[src/hdl/tcwc_pkg.sv]
/*
 * Constants, field layout and state encoding for the turns counter and
 * wake control block.
 * Assumes a 40 MHz system clock and a 12-bit low-power angle sample.
 */
package tcwc_pkg;

    // ------------------------------------------------------------------
    // Register map
    // ------------------------------------------------------------------
    localparam int ADDR_W = 8;
    localparam int DATA_W = 16;
    localparam logic [7:0] ADDR_CONTROL = 8'h1E;
    localparam logic [7:0] ADDR_STATUS = 8'h26;

    // Control fields
    localparam int CTL_RISE_LSB = 0;
    localparam int CTL_HYS_LSB = 3;
    localparam int CTL_STEP45_BIT = 5;
    localparam int CTL_SPECIAL_LSB = 12;
    localparam logic [15:0] CTL_WMASK = 16'h003F;
    localparam logic [15:0] CTL_RESET_VAL = 16'h0020;
    localparam logic [3:0] SPECIAL_TURNS_RESET = 4'h1;

    // Status fields
    localparam int ST_SAT_BIT = 0;
    localparam int ST_BIG_BIT = 3;
    localparam int ST_AWAKE_BIT = 8;
    localparam int ST_SLEEP_BIT = 9;

    // ------------------------------------------------------------------
    // Wake comparator thresholds, millivolts
    // ------------------------------------------------------------------
    localparam int MV_W = 10;
    localparam logic [9:0] RISE_BASE_MV = 10'h12C;
    localparam logic [9:0] RISE_STEP_MV = 10'h032;
    localparam logic [9:0] FALL_FLOOR_MV = 10'h064;
    localparam logic [9:0] HYS0_MV = 10'h032;
    localparam logic [9:0] HYS1_MV = 10'h096;
    localparam logic [9:0] HYS2_MV = 10'h12C;
    localparam logic [9:0] HYS3_MV = 10'h190;

    // ------------------------------------------------------------------
    // Angle and count arithmetic
    // ------------------------------------------------------------------
    localparam int ANGLE_W = 12;
    localparam int POS_W = 24;
    localparam logic [12:0] ANGLE_135 = 13'h0600;
    localparam int SHIFT_45 = 9;
    localparam int SHIFT_180 = 11;
    // Both step modes saturate at the same accumulated-angle bounds
    localparam logic signed [23:0] POS_MAX = 24'sh0FFFFF;
    localparam logic signed [23:0] POS_MIN = 24'shF00000;

    // ------------------------------------------------------------------
    // Timing
    // ------------------------------------------------------------------
    localparam int CLK_PERIOD_NS = 25;
    localparam int WAKE_TIME_US = 160;
    localparam int WAKE_CYCLES = WAKE_TIME_US * 1000 / CLK_PERIOD_NS;
    localparam real SLEEP_TIME_MS = 8.192;
    localparam int SLEEP_CYCLES = int'(SLEEP_TIME_MS * 1.0e6 / CLK_PERIOD_NS);
    localparam int VEL_THRESH_DEF = 256;

    typedef enum logic [2:0] {
        ST_NORMAL = 3'h1,
        ST_AWAKE = 3'h2,
        ST_SLEEP = 3'h4
    } tcwc_state_t;

endpackage

[src/hdl/tcwc_accum_if.sv]
/*
 * Carrier between the control logic and the turn accumulator.
 * Assumes both ends share one clock.
 */
`timescale 1ns/1ps
interface tcwc_accum_if;
    logic sample_valid;
    logic [11:0] angle;
    logic step45;
    logic clear;
    logic [11:0] tally;
    logic [12:0] abs_delta;
    logic sat_evt;
    logic big_evt;
    logic done;

    modport ctrl (output sample_valid, angle, step45, clear,
                  input tally, abs_delta, sat_evt, big_evt, done);
    modport accum (input sample_valid, angle, step45, clear,
                   output tally, abs_delta, sat_evt, big_evt, done);
endinterface

[src/hdl/tcwc_sync2.sv]
/*
 * Two-flop level synchroniser.
 * Assumes each bit is an independent level from outside the clock domain.
 */
`timescale 1ns/1ps
module tcwc_sync2 #(
    parameter int W = 1
) (
    input wire logic clk_in,
    input wire logic reset_in,
    input wire logic [W-1:0] async_in,
    output logic [W-1:0] sync_out
);
    logic [W-1:0] meta_reg;
    logic [W-1:0] sync_reg;

    always_ff @(posedge clk_in or posedge reset_in) begin
        if (reset_in) begin
            meta_reg <= '0;
            sync_reg <= '0;
        end else begin
            meta_reg <= async_in;
            sync_reg <= meta_reg;
        end
    end

    assign sync_out = sync_reg;
endmodule

[src/hdl/tcwc_turn_accum.sv]
/*
 * Turn accumulator: sample-to-sample delta, saturating position, tally.
 * Assumes the first sample after reset only sets the reference angle.
 */
`timescale 1ns/1ps
module tcwc_turn_accum (
    input wire logic clk_in,
    input wire logic reset_in,
    tcwc_accum_if.accum acc
);
    localparam int AW = tcwc_pkg::ANGLE_W;
    localparam int PW = tcwc_pkg::POS_W;

    logic [AW-1:0] prev_reg, prev_next;
    logic primed_reg, primed_next;
    logic signed [PW-1:0] pos_reg, pos_next;
    logic [AW-1:0] tally_reg, tally_next;
    logic [AW:0] absd_reg, absd_next;
    logic sat_reg, sat_next, big_reg, big_next, done_reg, done_next;
    logic signed [AW-1:0] delta;
    logic signed [PW-1:0] sum;
    logic signed [PW-1:0] shifted;

    always_comb begin
        // Modular 12-bit difference: a half-turn jump reads as reverse
        delta = signed'(acc.angle - prev_reg);
        sum = pos_reg + PW'(delta);
        prev_next = prev_reg;
        primed_next = primed_reg;
        pos_next = pos_reg;
        absd_next = absd_reg;
        sat_next = 1'b0;
        big_next = 1'b0;
        done_next = 1'b0;
        if (acc.sample_valid) begin
            prev_next = acc.angle;
            primed_next = 1'b1;
            done_next = 1'b1;
            if (primed_reg) begin
                absd_next = delta[AW-1] ? ((AW + 1)'(0) - (AW + 1)'(delta))
                                        : (AW + 1)'(delta);
                big_next = absd_next > tcwc_pkg::ANGLE_135;
                if (sum > tcwc_pkg::POS_MAX) begin
                    pos_next = tcwc_pkg::POS_MAX;
                    sat_next = 1'b1;
                end else if (sum < tcwc_pkg::POS_MIN) begin
                    pos_next = tcwc_pkg::POS_MIN;
                    sat_next = 1'b1;
                end else begin
                    pos_next = sum;
                end
            end
        end
        if (acc.clear) begin
            pos_next = '0;
        end
        shifted = acc.step45 ? (pos_next >>> tcwc_pkg::SHIFT_45)
                             : (pos_next >>> tcwc_pkg::SHIFT_180);
        tally_next = shifted[AW-1:0];
    end

    always_ff @(posedge clk_in or posedge reset_in) begin
        if (reset_in) begin
            prev_reg <= '0;
            primed_reg <= 1'b0;
            pos_reg <= '0;
            tally_reg <= '0;
            absd_reg <= '0;
            sat_reg <= 1'b0;
            big_reg <= 1'b0;
            done_reg <= 1'b0;
        end else begin
            prev_reg <= prev_next;
            primed_reg <= primed_next;
            pos_reg <= pos_next;
            tally_reg <= tally_next;
            absd_reg <= absd_next;
            sat_reg <= sat_next;
            big_reg <= big_next;
            done_reg <= done_next;
        end
    end

    assign acc.tally = tally_reg;
    assign acc.abs_delta = absd_reg;
    assign acc.sat_evt = sat_reg;
    assign acc.big_evt = big_reg;
    assign acc.done = done_reg;
endmodule

[src/hdl/turns_counter_wake_control.sv]
/*
 * Turns counter and wake control: register port, low-power state machine,
 * wake comparator threshold selection and sticky warning flags.
 * Assumes angle samples and the low-power request come from logic on
 * clk_in; the wake comparator level arrives asynchronously from the pin.
 */
// Operation
// - Wake input rise forces awake tracking
// - Wake high: stay awake, no angle output
// - Rise threshold 300 to 650 mV, 50 mV steps
// - Hysteresis select; falling threshold floored 100 mV
// - Count step 45 or 180 degrees
// - 45-degree mode saturates +2047 / -2048
// - 180-degree mode saturates +511 / -512
// - Sticky saturation flag until counter reset
// - Update count from sample-to-sample angle difference
// - Half-turn or more reads as reverse rotation
// - Delta above 135 degrees sets warning
// - Count uses only low-power path angle
// - Sleep only when slow and wake low
// - Sleep ends on period expiry or wake
// - Fast rotation keeps device awake and counting
// - Counter reset command clears the count
`timescale 1ns/1ps
module turns_counter_wake_control #(
    parameter int SLEEP_CYCLES = tcwc_pkg::SLEEP_CYCLES,
    parameter int WAKE_CYCLES = tcwc_pkg::WAKE_CYCLES,
    parameter int VEL_THRESH = tcwc_pkg::VEL_THRESH_DEF
) (
    input wire logic clk_in,
    input wire logic reset_in,
    input wire logic [7:0] reg_addr_in,
    input wire logic reg_wr_en_in,
    input wire logic reg_rd_en_in,
    input wire logic [15:0] reg_wdata_in,
    output logic [15:0] reg_rdata_out,
    input wire logic lpm_request_in,
    input wire logic wake_comp_in,
    input wire logic lp_angle_valid_in,
    input wire logic [11:0] lp_angle_in,
    output logic lp_sample_req_out,
    output logic [9:0] wake_thresh_mv_out,
    output logic [11:0] revolution_tally_out,
    output logic awake_out,
    output logic sleep_out,
    output logic angle_out_enable_out
);
    localparam int CYC_W = $clog2(SLEEP_CYCLES + 1);
    localparam int SMP_W = $clog2(WAKE_CYCLES + 1);

    tcwc_accum_if acc_if ();

    // ------------------------------------------------------------------
    // Wake input synchroniser
    // ------------------------------------------------------------------
    logic wake_high;

    tcwc_sync2 #(.W(1)) u_wake_sync (
        .clk_in(clk_in),
        .reset_in(reset_in),
        .async_in(wake_comp_in),
        .sync_out(wake_high)
    );

    // ------------------------------------------------------------------
    // Register port
    // ------------------------------------------------------------------
    logic [15:0] ctrl_reg, ctrl_next;
    logic [15:0] rdata_reg, rdata_next;
    logic clear_reg, clear_next;
    logic sat_flag_reg, sat_flag_next;
    logic big_flag_reg, big_flag_next;
    logic [15:0] status_word;
    logic ctrl_wr;

    always_comb begin
        ctrl_wr = reg_wr_en_in && (reg_addr_in == tcwc_pkg::ADDR_CONTROL);
        ctrl_next = ctrl_reg;
        clear_next = 1'b0;
        if (ctrl_wr) begin
            ctrl_next = reg_wdata_in & tcwc_pkg::CTL_WMASK;
            // Special field is a one-shot command, never stored
            clear_next = reg_wdata_in[tcwc_pkg::CTL_SPECIAL_LSB +: 4]
                         == tcwc_pkg::SPECIAL_TURNS_RESET;
        end
        // Set wins over clear so a saturation in the reset cycle survives
        sat_flag_next = acc_if.sat_evt || (sat_flag_reg && !clear_reg);
        big_flag_next = acc_if.big_evt || (big_flag_reg && !clear_reg);
        status_word = '0;
        status_word[tcwc_pkg::ST_SAT_BIT] = sat_flag_reg;
        status_word[tcwc_pkg::ST_BIG_BIT] = big_flag_reg;
        status_word[tcwc_pkg::ST_AWAKE_BIT] = awake_out;
        status_word[tcwc_pkg::ST_SLEEP_BIT] = sleep_out;
        rdata_next = rdata_reg;
        if (reg_rd_en_in) begin
            if (reg_addr_in == tcwc_pkg::ADDR_CONTROL) begin
                rdata_next = ctrl_reg;
            end else if (reg_addr_in == tcwc_pkg::ADDR_STATUS) begin
                rdata_next = status_word;
            end else begin
                rdata_next = '0;
            end
        end
    end

    always_ff @(posedge clk_in or posedge reset_in) begin
        if (reset_in) begin
            ctrl_reg <= tcwc_pkg::CTL_RESET_VAL;
            rdata_reg <= '0;
            clear_reg <= 1'b0;
            sat_flag_reg <= 1'b0;
            big_flag_reg <= 1'b0;
        end else begin
            ctrl_reg <= ctrl_next;
            rdata_reg <= rdata_next;
            clear_reg <= clear_next;
            sat_flag_reg <= sat_flag_next;
            big_flag_reg <= big_flag_next;
        end
    end

    // ------------------------------------------------------------------
    // Wake comparator threshold
    // ------------------------------------------------------------------
    logic [9:0] thresh_reg, thresh_next;
    logic [9:0] rise_mv, hys_mv, fall_mv;
    logic [2:0] rise_sel;
    logic [1:0] hys_sel;

    always_comb begin
        rise_sel = ctrl_reg[tcwc_pkg::CTL_RISE_LSB +: 3];
        hys_sel = ctrl_reg[tcwc_pkg::CTL_HYS_LSB +: 2];
        rise_mv = tcwc_pkg::RISE_BASE_MV + 10'(rise_sel) * tcwc_pkg::RISE_STEP_MV;
        case (hys_sel)
            2'h0: hys_mv = tcwc_pkg::HYS0_MV;
            2'h1: hys_mv = tcwc_pkg::HYS1_MV;
            2'h2: hys_mv = tcwc_pkg::HYS2_MV;
            default: hys_mv = tcwc_pkg::HYS3_MV;
        endcase
        if (rise_mv >= hys_mv + tcwc_pkg::FALL_FLOOR_MV) begin
            fall_mv = rise_mv - hys_mv;
        end else begin
            fall_mv = tcwc_pkg::FALL_FLOOR_MV;
        end
        // Comparator sees the falling level while high, giving hysteresis
        thresh_next = wake_high ? fall_mv : rise_mv;
    end

    always_ff @(posedge clk_in or posedge reset_in) begin
        if (reset_in) begin
            thresh_reg <= tcwc_pkg::RISE_BASE_MV;
        end else begin
            thresh_reg <= thresh_next;
        end
    end

    // ------------------------------------------------------------------
    // Low-power state machine and timers
    // ------------------------------------------------------------------
    tcwc_pkg::tcwc_state_t state_reg, state_next;
    logic [CYC_W-1:0] cyc_reg, cyc_next;
    logic [SMP_W-1:0] smp_reg, smp_next;
    logic req_reg, req_next;
    logic vel_high_reg, vel_high_next;
    logic seen_reg, seen_next;
    logic ang_en_reg, ang_en_next;
    logic cycle_end;

    always_comb begin
        // Cycle timer runs in every state; sleep entry only on its boundary
        cycle_end = cyc_reg == CYC_W'(SLEEP_CYCLES - 1);
        cyc_next = cycle_end ? '0 : cyc_reg + 1'b1;
        vel_high_next = vel_high_reg;
        seen_next = seen_reg;
        if (acc_if.done) begin
            vel_high_next = acc_if.abs_delta >= 13'(VEL_THRESH);
            seen_next = 1'b1;
        end
        state_next = state_reg;
        case (state_reg)
            tcwc_pkg::ST_NORMAL: begin
                if (lpm_request_in) begin
                    state_next = tcwc_pkg::ST_AWAKE;
                end
            end
            tcwc_pkg::ST_AWAKE: begin
                if (!lpm_request_in) begin
                    state_next = tcwc_pkg::ST_NORMAL;
                end else if (cycle_end && !vel_high_reg && !wake_high && seen_reg) begin
                    state_next = tcwc_pkg::ST_SLEEP;
                end
            end
            tcwc_pkg::ST_SLEEP: begin
                if (!lpm_request_in) begin
                    state_next = tcwc_pkg::ST_NORMAL;
                end else if (wake_high || cycle_end) begin
                    state_next = tcwc_pkg::ST_AWAKE;
                end
            end
            default: state_next = tcwc_pkg::ST_NORMAL;
        endcase
        if (state_next == tcwc_pkg::ST_SLEEP) begin
            seen_next = 1'b0;
            smp_next = '0;
        end else if (smp_reg == '0) begin
            smp_next = SMP_W'(WAKE_CYCLES - 1);
        end else begin
            smp_next = smp_reg - 1'b1;
        end
        // Samples at the awake rate while awake, none while asleep
        req_next = (state_next != tcwc_pkg::ST_SLEEP) && (smp_reg == '0);
        ang_en_next = state_next == tcwc_pkg::ST_NORMAL;
    end

    always_ff @(posedge clk_in or posedge reset_in) begin
        if (reset_in) begin
            state_reg <= tcwc_pkg::ST_NORMAL;
            cyc_reg <= '0;
            smp_reg <= '0;
            req_reg <= 1'b0;
            vel_high_reg <= 1'b0;
            seen_reg <= 1'b0;
            ang_en_reg <= 1'b1;
        end else begin
            state_reg <= state_next;
            cyc_reg <= cyc_next;
            smp_reg <= smp_next;
            req_reg <= req_next;
            vel_high_reg <= vel_high_next;
            seen_reg <= seen_next;
            ang_en_reg <= ang_en_next;
        end
    end

    // ------------------------------------------------------------------
    // Turn accumulator
    // ------------------------------------------------------------------
    // Only the low-power path angle feeds the count, uncompensated
    assign acc_if.sample_valid = lp_angle_valid_in;
    assign acc_if.angle = lp_angle_in;
    assign acc_if.step45 = ctrl_reg[tcwc_pkg::CTL_STEP45_BIT];
    assign acc_if.clear = clear_reg;

    tcwc_turn_accum u_accum (
        .clk_in(clk_in),
        .reset_in(reset_in),
        .acc(acc_if.accum)
    );

    assign reg_rdata_out = rdata_reg;
    assign lp_sample_req_out = req_reg;
    assign wake_thresh_mv_out = thresh_reg;
    assign revolution_tally_out = acc_if.tally;
    assign awake_out = state_reg == tcwc_pkg::ST_AWAKE;
    assign sleep_out = state_reg == tcwc_pkg::ST_SLEEP;
    assign angle_out_enable_out = ang_en_reg;
endmodule

[config.mk]
export PLATFORM = sky130hd
export DESIGN_NAME = turns_counter_wake_control
export DESIGN_NICKNAME = d
export VERILOG_FILES = /design/src/hdl/tcwc_pkg.sv /design/src/hdl/tcwc_accum_if.sv /design/src/hdl/tcwc_sync2.sv /design/src/hdl/tcwc_turn_accum.sv /design/src/hdl/turns_counter_wake_control.sv
export SDC_FILE = /design/constraint.sdc
export NUM_CORES = 1
export LEC_CHECK = 0
export BUFFER_PORTS_ARGS = -buffer_cell sky130_fd_sc_hd__buf_2
export CAP_MARGIN = 15
export CELL_PAD_IN_SITES_DETAIL_PLACEMENT = 0
export CELL_PAD_IN_SITES_GLOBAL_PLACEMENT = 1
export CORE_AREA = 4 4 102 201
export DETAILED_ROUTE_END_ITERATION = 6
export DIE_AREA = 0 0 106 205
export HOLD_SLACK_MARGIN = 0.06
export PLACE_DENSITY = 0.88
export SLEW_MARGIN = 40
export SYNTH_ARGS = -nofsm -noshare
export SYNTH_HDL_FRONTEND = slang
export SYNTH_HIERARCHICAL = 1
export SYNTH_SLANG_ARGS = --single-unit
[constraint.sdc]
create_clock -name clk_in -period 7.2 [get_ports clk_in]
set_clock_uncertainty 0.05 [all_clocks]
set_input_delay 0.72 -clock clk_in [delete_from_list [all_inputs] [get_ports clk_in]]
set_output_delay 0.72 -clock clk_in [all_outputs]
set_load 0.01 [all_outputs]
* Yosys cells after proc, flatten, opt, wreduce, memory -nomap -nowiden
Index checks and enable logic that the tools add are counted.
W data, S select, Z words.
** Cells by class
- $mul :: 1
- Equality and inequality tests :: 12
- $add $sub $neg :: 8
- Magnitude comparators :: 5
- Reductions and logical operators :: 20
- Mux-type cells :: 31
** Operators by type and width (count)
- $mux W24 :: 5
- $mux W10 :: 4
- $mux W13 :: 3
- $pmux W9 S3 :: 1
- $add A24 B12 Y24 :: 1
- $gt A24 B21 Y1 const B :: 1
- $lt A24 B21 Y1 const B :: 1
- $add A19 B1 Y19 const B :: 1
- $eq A19 B19 Y1 const B :: 1
- $mux W19 :: 1
- $mux W3 :: 5
- $ge A13 B9 Y1 const B :: 1
- $gt A13 B11 Y1 const B :: 1
- $logic_not A13 Y1 :: 1
- $sub A1 B12 Y13 const A :: 1
- $sub A13 B1 Y13 const B :: 1
- $mux W12 :: 1
- $sub A12 B12 Y12 :: 1
- $add A10 B7 Y10 const B :: 1
- $add A9 B9 Y10 const A :: 1
- $ge A10 B10 Y1 :: 1
- $mux W1 :: 10
- $sub A10 B10 Y10 :: 1
- $pmux W3 S3 :: 1
- other kinds (16) :: 31
** Storage, ports and cells
- Bits in registers :: 141
- Word-level logic and storage cells :: 101
- Bits of input ports :: 43

* Depth between registers and ports, before layout
Gate-level depths: netlist (run 1).
- Depth in word-level cells :: 9
- Gate-level depth with buffers :: 25
- Mapped depth without buffers :: 24

* By module
The synthesis (run 1) kept the hierarchy.
** By module, submodules not included
- tcwc_turn_accum :: area each 4777.1 um^2, times used 1, cells an instance 557
- turns_counter_wake_control :: area each 3739.8 um^2, times used 1, cells an instance 369
- tcwc_sync2 :: area each 53.8 um^2, times used 1, cells an instance 3

* Least setup slack after synthesis (run 1)
No wires, ideal clock.
- Path type :: input-to-reg
- From :: input port lp_angle_in[0]
- To :: register u_accum.tally_reg[1], in the netlist u_accum/acc.tally[1]
- Arrival :: 5451 ps
- Library setup time :: 101 ps
- Slack :: 1599 ps
- Buffers on the path :: 2
- Stages :: 25
- Cell sequence :: inv_1 -> ha_1 -> inv_1 -> fa_1 -> a21o_1 -> a221o_1 -> o41ai_1 -> o21bai_1 -> a21oi_1 -> xor2_1 -> inv_1 -> ha_1 -> a21oi_1 -> o21ai_0 -> a21oi_1 -> o21ai_1 -> o311ai_1 -> xnor3_2 -> nand4_1 -> ha_1 -> clkbuf_1 -> inv_1 -> buf_2 -> a21oi_1 -> o32ai_1
** On the way
- Word-level cells in the longest chain between the ends :: 9
** Ends and longest elaborated chain
- from (decl) :: RTL line turns_counter_wake_control.sv:40 : input wire logic [11:0] lp_angle_in,
- $sub A12 B12 Y12 * :: RTL line tcwc_turn_accum.sv:26 : delta = signed'(acc.angle - prev_reg);
- $add A24 B12 Y24 * :: RTL line tcwc_turn_accum.sv:27 : sum = pos_reg + PW'(delta);
- $lt A24 B21 Y1 :: RTL line tcwc_turn_accum.sv:46 : end else if (sum < tcwc_pkg::POS_MIN) begin
- $mux W24 :: RTL line tcwc_turn_accum.sv:46
- $mux W24 * :: RTL line tcwc_turn_accum.sv:43 : if (sum > tcwc_pkg::POS_MAX) begin
- $mux W24 * :: RTL line tcwc_turn_accum.sv:39 : if (primed_reg) begin
- $mux W24 * :: RTL line tcwc_turn_accum.sv:35 : if (acc.sample_valid) begin
- $mux W24 * :: RTL line tcwc_turn_accum.sv:54 : if (acc.clear) begin
- $mux W12 * :: RTL line tcwc_turn_accum.sv:57 : shifted = acc.step45 ? (pos_next >>> tcwc_pkg::SHIFT_45)
- via u_accum.shifted[1] :: RTL line tcwc_turn_accum.sv:22 : logic signed [PW-1:0] shifted;
- to (signal assigned) :: RTL line tcwc_turn_accum.sv:76 : tally_reg <= tally_next;
- to (decl) :: RTL line tcwc_turn_accum.sv:17 : logic [AW-1:0] tally_reg, tally_next;
The timed path passes the listed nets; every way through them passes the cells marked *. The select of a mux whose other input is x is not followed.
A chain may end at the register's enable or synchronous reset.

* Worst setup path in the final report (run 1)
Same ends and word-level chain as after synthesis.

==> results of run 1 <==
[worst max-delay path: stages]
cell and delay (ns):
buf_2 0.10, inv_1 0.05, ha_1 0.16, inv_1 0.05
fa_1 0.40, a21o_1 0.19, a221o_1 0.32, o41ai_1 0.43
o21bai_1 0.12, a21oi_1 0.19, xor2_1 0.31, inv_1 0.11
ha_1 0.37, a21oi_1 0.22, o21ai_0 0.12, a21oi_1 0.12
o21ai_1 0.15, o311ai_1 0.34, xnor3_2 0.31, nand4_1 0.11
ha_1 0.43, inv_1 0.53, a21oi_1 0.19, o32ai_1 0.33
[final timing paths]
| check | startpoint | end | slack (ns) | cells past startpoint |
|---|---|---|---|---|
| hold / removal | reset_in | u_wake_sync/sync_out | 0.13 | 2 |
| max in group asynchronous | reset_in | cyc_reg[17] | 6.26 | 3 |
| setup reg to reg | u_accum/prev_reg[0] | u_accum/acc.tally[1] | 1.16 | 22 |
| hold reg to reg | u_wake_sync/meta_reg | u_wake_sync/sync_out | 0.30 | 0 |
| setup / recovery | lp_angle_in[0] | u_accum/acc.tally[1] | 1.07 | 24 |
| min in group clk_in | u_wake_sync/meta_reg | u_wake_sync/sync_out | 0.30 | 0 |
[per-layer routing]
layer | GRT usage, % | vias up | wire, um
met2 | 39.29 | 153 | 11780
met4 | 9.634 | 0 | 762
met1 | 18.16 | 3259 | 7310
met5 | 0 | - | 0
li1 | - | 3284 | -
met3 | 3.374 | 49 | 580
[layout make-up]
type	count	area share [%]
Multi-Input combinational cell	676	50.11
Timing Repair Buffer	76	4.321
Tap cell	255	3.400
Clock inverter	14	1.974
Sequential cell	124	33.16
Clock buffer	18	4.574
Inverter	61	2.454
[through the flow]
stage | worst slack, ns | utilization [%] | cells | hold WS, ns | total power [mW]
finish | 1.070 | 49.82 | 1224 | 0.1269 | 4.035
global route | 0.5676 | 49.82 | 1224 | 0.1365 | 4.321
CTS | 1.071 | 49.78 | 1224 | 0.1165 | 4.040
detailed placement | 0.6591 | 46.52 | 1192 | 0.2871 | 3.124
global placement | 0.7716 | 46.52 | 1192 | 0.2833 | 3.102
floorplan | 1.599 | - | 899 | 0.2812 | 2.586
[layout by cell type, fill, tap and decap left out, types with 10 or more instances in the layout]
master	instances
o32ai_1	10
inv_1	58
nand2_1	57
nand4_1	13
buf_2	69
a21o_1	13
a211oi_1	14
dfrtp_1	117
nand3_1	12
a21oi_1	51
ha_1	65
clkbuf_16	17
xnor2_1	39
and3_1	10
o21ai_0	45
xor2_1	29
a21oi_2	10
nand2b_1	14
nor2_1	97
nor3_1	32
[power breakdown]
part           leakage [nW]  internal [mW]  switching, mW  total [mW]
sequential             1.49          0.861         0.0813       0.943
combinational          2.45          0.849           1.34        2.19
clock                 0.295          0.553          0.348       0.901
==> flow_metrics.py, run 1 <==
metrics = {
    "run_status": {
        "status": "complete, no violations",
    },
    "job": {
        "max_cap_violations": 0,
    },
    "setup_path": {
        "start_kind": "primary input",
        "crit_type": "in2reg",
        "crit_required_ns": 7.46,
        "crit_arrival_ns": 6.39,
        "crit_fanout": 13,
        "cp-end-kind": "flop",
    },
    "synthesis": {
        "synth_cells": 891,
        "synthesis.area_mm2": 0.008214,
        "ys_warn_count": 6,
        "syn_area_per_cell_um2": 9.219,
    },
    "final_layout": {
        "largest_reg_flops": 24,
        "multiInputGateArea_mm2": 0.004702,
        "regArea_mm2": 0.003112,
        "diodes": 0,
        "drive_gt1_share_pct": 16.92,
        "design_area_mm2": 0.009383,
        "fill_cells": 1827,
        "fin_nets": 1067,
        "syn2layout_area_growth_pct": 14.23,
    },
    "clock_tree": {
        "cts_root_buf": "clkbuf_16",
        "cts_buffer_depth": 2,
        "cts-hold-fix-buffers": 0,
        "cts_made_buffers": 17,
        "clkTransAtPathRegs_ns": 0.06,
        "cts_tree": "yes",
        "htree_levels": 4,
        "cts_resized": 0,
        "post_cts_buffers": 0,
        "clock_sinks": 124,
        "clk_latency_ns": 0.42,
    },
    "global_routing": {
        "grt_overflow": 0,
        "antenna_found_initial": 0,
        "grt_max_degree": 66,
        "grt_pass1_wl_mm": 33.75,
        "grt_pass1_vias": 7116,
        "grt_use_total_pct": 19.46,
    },
    "detailed_routing": {
        "ant_nets": 0,
        "drt-initial-drc-count": 397,
        "dr_total_vias": 6745,
        "vias_per_cell": 5.511,
        "drc_errors": 0,
        "firstDrtPassIters": 4,
        "post_drt_wl_per_cell_um": 16.70,
        "drt_wl_total_mm": 20.44,
    },
    "power": {
        "p_per_area_mw_per_mm2": 430.0,
        "peakVddDrop_v": 0.0002046,
        "power_leakage_nw": 4.229,
    },
    "sta": {
        "tns_ns": 0,
        "max_freq_mhz": 163.1,
        "fin_crit_sh_pct": 85.14,
        "slew_headroom_pct": 53.44,
        "rsz0062_at_grt": "no",
        "setup_violations": 0,
        "tightestPinTransition_ns": 0.6920,
        "hold_viol": 0,
        "drv_slew": 0,
        "final.min_clock_period_ns": 6.130,
    },
    "floorplan": {
        "rows": 71,
        "io_pins": 85,
        "initial_core_util_pct": 43.62,
        "die_height_um": 205,
        "die_area_mm2": 0.02173,
        "die-width_um": 106,
        "core_area_mm2": 0.01883,
    },
    "placed_design": {
        "gp_congestion": 0.8827,
        "place_area_mm2": 0.008761,
        "port_buffers": 69,
        "hpwl_mm": 15.52,
    },
    "min_path": {
        "hp-class": "in2async",
    },
}
No activity file was read; power rests on OpenSTA's default activity.
==> run 2: changes to the inputs <==
- CELL_PAD_IN_SITES_DETAIL_PLACEMENT: 0 -> 1
==> run 2 against run 1 <==
Net effect: critical path depth did not move; sequential power rose by 1%; clock-buffer cell count rose by 1; via count rose by 9.3%.
==> flow_metrics.py, run 2 (synthesized netlist as in run 1, its figures left out) <==
metrics = {
    "run_status": {
        "status": "complete, no violations",
    },
    "final_layout": {
        "drive_gt1_share_pct": 17.03,
        "most-common-layout-cells": "dfrtp_1 (117), nor2_1 (97), buf_2 (69)",
        "layout_commonest_cell": "dfrtp_1",
        "diodes": 0,
        "design_area_mm2": 0.009407,
        "largest_reg_flops": 24,
        "layout.cells.non_filler": 1224,
        "fin_nets": 1067,
        "syn2layout_area_growth_pct": 14.52,
    },
    "clock_tree": {
        "cts-hold-fix-buffers": 0,
        "clock_sinks": 124,
        "cts_root_buf": "clkbuf_16",
        "cts_resized": 0,
        "cts_tree": "yes",
        "clkTransAtPathRegs_ns": 0.07,
        "cts_made_buffers": 17,
        "cts_buffer_depth": 2,
        "post_cts_buffers": 0,
        "clk_latency_ns": 0.43,
        "htree_levels": 4,
    },
    "sta": {
        "tightestPinTransition_ns": 0.7082,
        "setup_violations": 0,
        "tns_ns": 0,
        "slew_headroom_pct": 52.35,
        "fin_crit_sh_pct": 88.92,
        "final.min_clock_period_ns": 6.403,
        "max_freq_mhz": 156.2,
        "setup_ws_ns": 0.7975,
        "drv_slew": 0,
        "holdWs_ns": 0.1294,
        "hold_viol": 0,
        "rsz0062_at_grt": "no",
    },
    "floorplan": {
        "initial_core_util_pct": 43.62,
        "die_area_mm2": 0.02173,
        "rows": 71,
        "io_pins": 85,
        "die_height_um": 205,
        "core_area_mm2": 0.01883,
        "die-width_um": 106,
    },
    "job": {
        "max_cap_violations": 0,
    },
    "placed_design": {
        "gp_congestion": 0.8827,
        "place_area_mm2": 0.008761,
        "port_buffers": 69,
        "pre_cts_ws_ns": 0.6228,
        "placed_cells": 1192,
        "hpwl_mm": 18.25,
    },
    "detailed_routing": {
        "post_drt_wl_per_cell_um": 22.02,
        "vias_per_cell": 6.023,
        "dr_total_vias": 7372,
        "drt_wl_total_mm": 26.95,
        "drt-initial-drc-count": 327,
        "drc_errors": 0,
        "firstDrtPassIters": 4,
        "ant_nets": 0,
    },
    "power": {
        "combPwrFrac_pct": 55.1,
        "power_leakage_nw": 4.238,
        "peakVddDrop_v": 0.0002383,
        "p_sw_share_pct": 45.39,
        "power.switching_mw": 1.918,
        "p_seq_share_pct": 22.6,
        "pwr-share-clk_pct": 22.3,
        "internal-power_mw": 2.307,
        "p_per_area_mw_per_mm2": 449.2,
    },
    "setup_path": {
        "cp-startpoint": "lp_angle_in[0]",
        "path_delay_family": "compound AO/OA/AOI/OAI gates",
        "rr_startpoint": "u_accum/prev_reg[0]",
        "crit_arrival_ns": 6.65,
        "cp_cell_sequence": "buf_2 -> inv_1 -> ha_1 -> inv_1 -> fa_1 -> a21o_1 -> a221o_1 -> o41ai_1 -> o21bai_1 -> a21oi_1 -> xor2_1 -> inv_1 -> ha_1 -> a21oi_1 -> o21ai_0 -> a21oi_1 -> o21ai_1 -> o311ai_1 -> xnor3_2 -> nand4_1 -> ha_1 -> inv_1 -> a21oi_2 -> o32ai_1",
        "crit_required_ns": 7.44,
        "crit_fanout": 13,
        "cp-end-kind": "flop",
        "start_kind": "primary input",
        "cpMaxStageDelayCell": "inv_1",
        "critPathMostFrequentCell": "inv_1",
        "r2r_cells": 22,
        "crit_type": "in2reg",
        "cpPeakStageDelay_ns": 0.57,
        "worst-path-buf-inv": 5,
        "cp.depth": 24,
    },
    "global_routing": {
        "grt_pass1_vias": 8366,
        "grt_pass1_wl_mm": 43.34,
        "antenna_found_initial": 0,
        "grt_use_total_pct": 25.46,
        "grt_max_degree": 66,
        "grt_overflow": 0,
    },
    "min_path": {
        "hp-class": "in2async",
    },
}
## run 2: changes by cell type in the layout (fill, tap and decap cells not counted)
cell	before	now
clkbuf_8	0	1
clkinv_2	2	3
nor4_2	2	3
nor4_1	3	2
bufinv_16	3	4
inv_8	2	0
inv_6	3	2
## run 2: worst paths after layout
path / to / slack, ns
min in group clk_in: u_wake_sync/sync_out / 0.31
worst max-delay path: u_accum/acc.tally[5] / 0.80
max in group asynchronous: smp_reg[8] / 6.23
worst max register to register: u_accum/acc.tally[5] / 0.90
worst min register to register: u_wake_sync/sync_out / 0.31
worst min-delay path: u_wake_sync/sync_out / 0.13
## run 2: worst reg2reg max path: stages (launching register included)
cell and delay [ns]:
dfrtp_1 0.35, ha_1 0.17, inv_1 0.05, fa_1 0.39, a21o_1 0.20, a221o_1 0.33
o41ai_1 0.45, o21bai_1 0.12, a21oi_1 0.20, xor2_1 0.34, inv_1 0.14, ha_1 0.41
a21oi_1 0.23, o21ai_0 0.12, a21oi_1 0.12, o21ai_1 0.16, o311ai_1 0.33, xnor3_2 0.30
nand4_1 0.11, ha_1 0.43, inv_1 0.57, a21oi_2 0.17, o32ai_1 0.43
## run 2: cell type report
cell class	instances	area, um2
Fill cell	2221	9427
Inverter	61	230.2
Tap cell	255	319.1
Sequential cell	124	3112
Multi-Input combinational cell	676	4708
Timing Repair Buffer	76	405.4
Clock inverter	13	188.9
Clock buffer	19	442.9
## run 2: metrics by stage
step	util (%)	power [mW]
CTS	49.87	4.201
detailed placement	46.52	3.184
global placement	46.52	3.102
finish	49.95	4.225
global route	49.95	4.481
floorplan	-	2.586
## run 2: power groups by stage
stage / clock network, mW / registers (mW) / logic [mW]
floorplan: 0 / 0.955 / 1.63
global placement: 0 / 0.950 / 2.15
detailed placement: 0 / 0.959 / 2.23
CTS: 0.952 / 0.952 / 2.30
global route: 0.985 / 0.965 / 2.53
finish: 0.941 / 0.954 / 2.33
## run 2: layer usage
layer | GRT usage, % | part of all wire (%) | wire length (um)
met5 | 0 | 0 | 0
met4 | 17.32 | 6.6 | 1769
met3 | 3.784 | 3.2 | 873
met2 | 49.73 | 57 | 15270
met1 | 23.59 | 34 | 9044
==> run 3: changes to the inputs <==
- ABC_AREA: not set -> 1
- CORE_AREA: 4 4 102 201 -> 8 8 111 215
- DIE_AREA: 0 0 106 205 -> 0 0 119 223
- MAX_ROUTING_LAYER: not set -> met4
- PLACE_DENSITY: 0.88 -> 0.89
==> run 3 against run 2 <==
Net effect: global-route usage fell by 3.8 points; via count up 14%; clock power rose by 4.8%; sequential power is 5% higher; die area grew 22%; core utilization decreased by 2.4 points; critical path type unchanged; critical endpoint is now u_accum/acc.tally[1]; largest cell class unchanged.
==> flow_metrics.py, run 3 <==
metrics = {
    "floorplan": {
        "die_area_mm2": 0.02654,
        "initial_core_util_pct": 41.66,
        "io_pins": 85,
        "die-width_um": 119,
        "core_area_mm2": 0.02121,
        "die_height_um": 223,
        "rows": 76,
    },
    "final_layout": {
        "most-common-layout-cells": "nand2_1 (376), inv_1 (170), dfrtp_1 (117)",
        "final_util_pct": 47.56,
        "syn2layout_area_growth_pct": 14.16,
        "layout_commonest_cell": "nand2_1",
        "diodes": 0,
        "fin_nets": 1414,
        "drive_gt1_share_pct": 13.07,
        "largest_reg_flops": 24,
        "fill_cells": 2737,
    },
    "setup_path": {
        "crit_fanout": 31,
        "cp-end-kind": "flop",
        "rr_startpoint": "u_accum/prev_reg[2]",
        "crit_arrival_ns": 5.67,
        "cpMaxStageDelayCell": "ha_1",
        "timing.rr.end": "u_accum/acc.tally[1]",
        "cp-startpoint": "lp_angle_in[8]",
        "crit_type": "in2reg",
        "crit_required_ns": 7.47,
        "critPathMostFrequentCell": "nand2_1",
        "rrSetupSlack_ns": 1.87,
        "cpPeakStageDelay_ns": 0.64,
        "start_kind": "primary input",
        "r2r_cells": 25,
    },
    "synthesis": {
        "ys_warn_count": 6,
        "synth_cells": 1232,
        "syn_area_per_cell_um2": 7.171,
        "synthesis.area_mm2": 0.008835,
    },
    "run_status": {
        "status": "complete, no violations",
    },
    "placed_design": {
        "hpwl_mm": 19.45,
        "port_buffers": 69,
        "gp_congestion": 0.8997,
    },
    "global_routing": {
        "grt_pass1_wl_mm": 45.54,
        "grt_use_total_pct": 21.63,
        "antenna_found_initial": 0,
        "grt_max_degree": 58,
        "grt_pass1_vias": 9257,
        "grt_overflow": 0,
    },
    "sta": {
        "rsz0062_at_grt": "no",
        "tns_ns": 0,
        "hold_viol": 0,
        "slew_headroom_pct": 54.76,
        "drv_slew": 0,
        "max_freq_mhz": 185.3,
        "final.min_clock_period_ns": 5.395,
        "fin_crit_sh_pct": 74.94,
        "tightestPinTransition_ns": 0.6776,
        "setup_violations": 0,
    },
    "clock_tree": {
        "cts_tree": "yes",
        "cts_buffer_depth": 2,
        "post_cts_buffers": 0,
        "cts_made_buffers": 17,
        "clkTransAtPathRegs_ns": 0.06,
        "cts-hold-fix-buffers": 0,
        "cts_root_buf": "clkbuf_16",
        "clk_latency_ns": 0.43,
        "clock_sinks": 124,
        "cts_resized": 0,
        "htree_levels": 4,
    },
    "detailed_routing": {
        "vias_per_cell": 5.278,
        "firstDrtPassIters": 5,
        "post_drt_wl_per_cell_um": 17.29,
        "drt-initial-drc-count": 483,
        "ant_nets": 0,
        "drt_wl_total_mm": 27.48,
        "drc_errors": 0,
        "dr_total_vias": 8387,
    },
    "power": {
        "peakVddDrop_v": 0.0002151,
        "power_leakage_nw": 5.403,
        "p_per_area_mw_per_mm2": 416.1,
    },
    "min_path": {
        "hp-class": "in2async",
    },
    "job": {
        "max_cap_violations": 0,
    },
}
## run 3: area by class of cell
cell class                      instances  area (um2)  share of cell area, %
Multi-Input combinational cell        908        4920                  48.78
Sequential cell                       124        3112                  30.85
Inverter                              180       675.6                  6.699
Clock buffer                           19       452.9                  4.491
Timing Repair Buffer                   72       371.6                  3.684
Tap cell                              273       341.6                  3.387
Clock inverter                         13       212.7                  2.109
## run 3: worst max-delay path: cells and delay by family
kind	cells	cell delay, ns
fa+ha+maj	3	1.35
buf+inv	3	0.76
compound gates	5	1.13
simple gates	14	1.68
## run 3: layer usage
metal / track usage [%] / vias up / wire, um
li1: - / 4051 / -
met3: 3.798 / 68 / 752
met4: 11.17 / 0 / 1056
met1: 22.51 / 4118 / 11290
met5: - / - / 0
met2: 38.07 / 150 / 14380
## run 3: power by group
group | internal, mW | leakage [nW] | switching [mW]
clock network | 0.636 | 0.328 | 0.350
logic | 0.734 | 3.54 | 1.47
registers | 0.890 | 1.54 | 0.113
## run 3: how the worst max path moves through the flow
stage	to	slack [ns]
global route	u_accum/acc.tally[1]	1.39
finish	u_accum/acc.tally[1]	1.80
global placement	u_accum/acc.tally[8]	1.67
detailed placement	u_accum/acc.tally[5]	1.53
floorplan	u_accum/acc.tally[2]	2.77
CTS	u_accum/acc.tally[1]	1.85
## run 3: per-stage QoR
stage	power (mW)	hold slack (ns)	setup slack [ns]	area, um2	instances
after floorplan	2.603	0.2812	2.774	8865	1240
after global placement	3.016	0.2858	1.666	9409	1557
after detailed placement	3.136	0.3036	1.531	9414	1557
after CTS	4.201	0.1363	1.848	10080	1589
after global routing	4.517	0.1492	1.390	10090	1589
final	4.197	0.1536	1.805	10090	1589
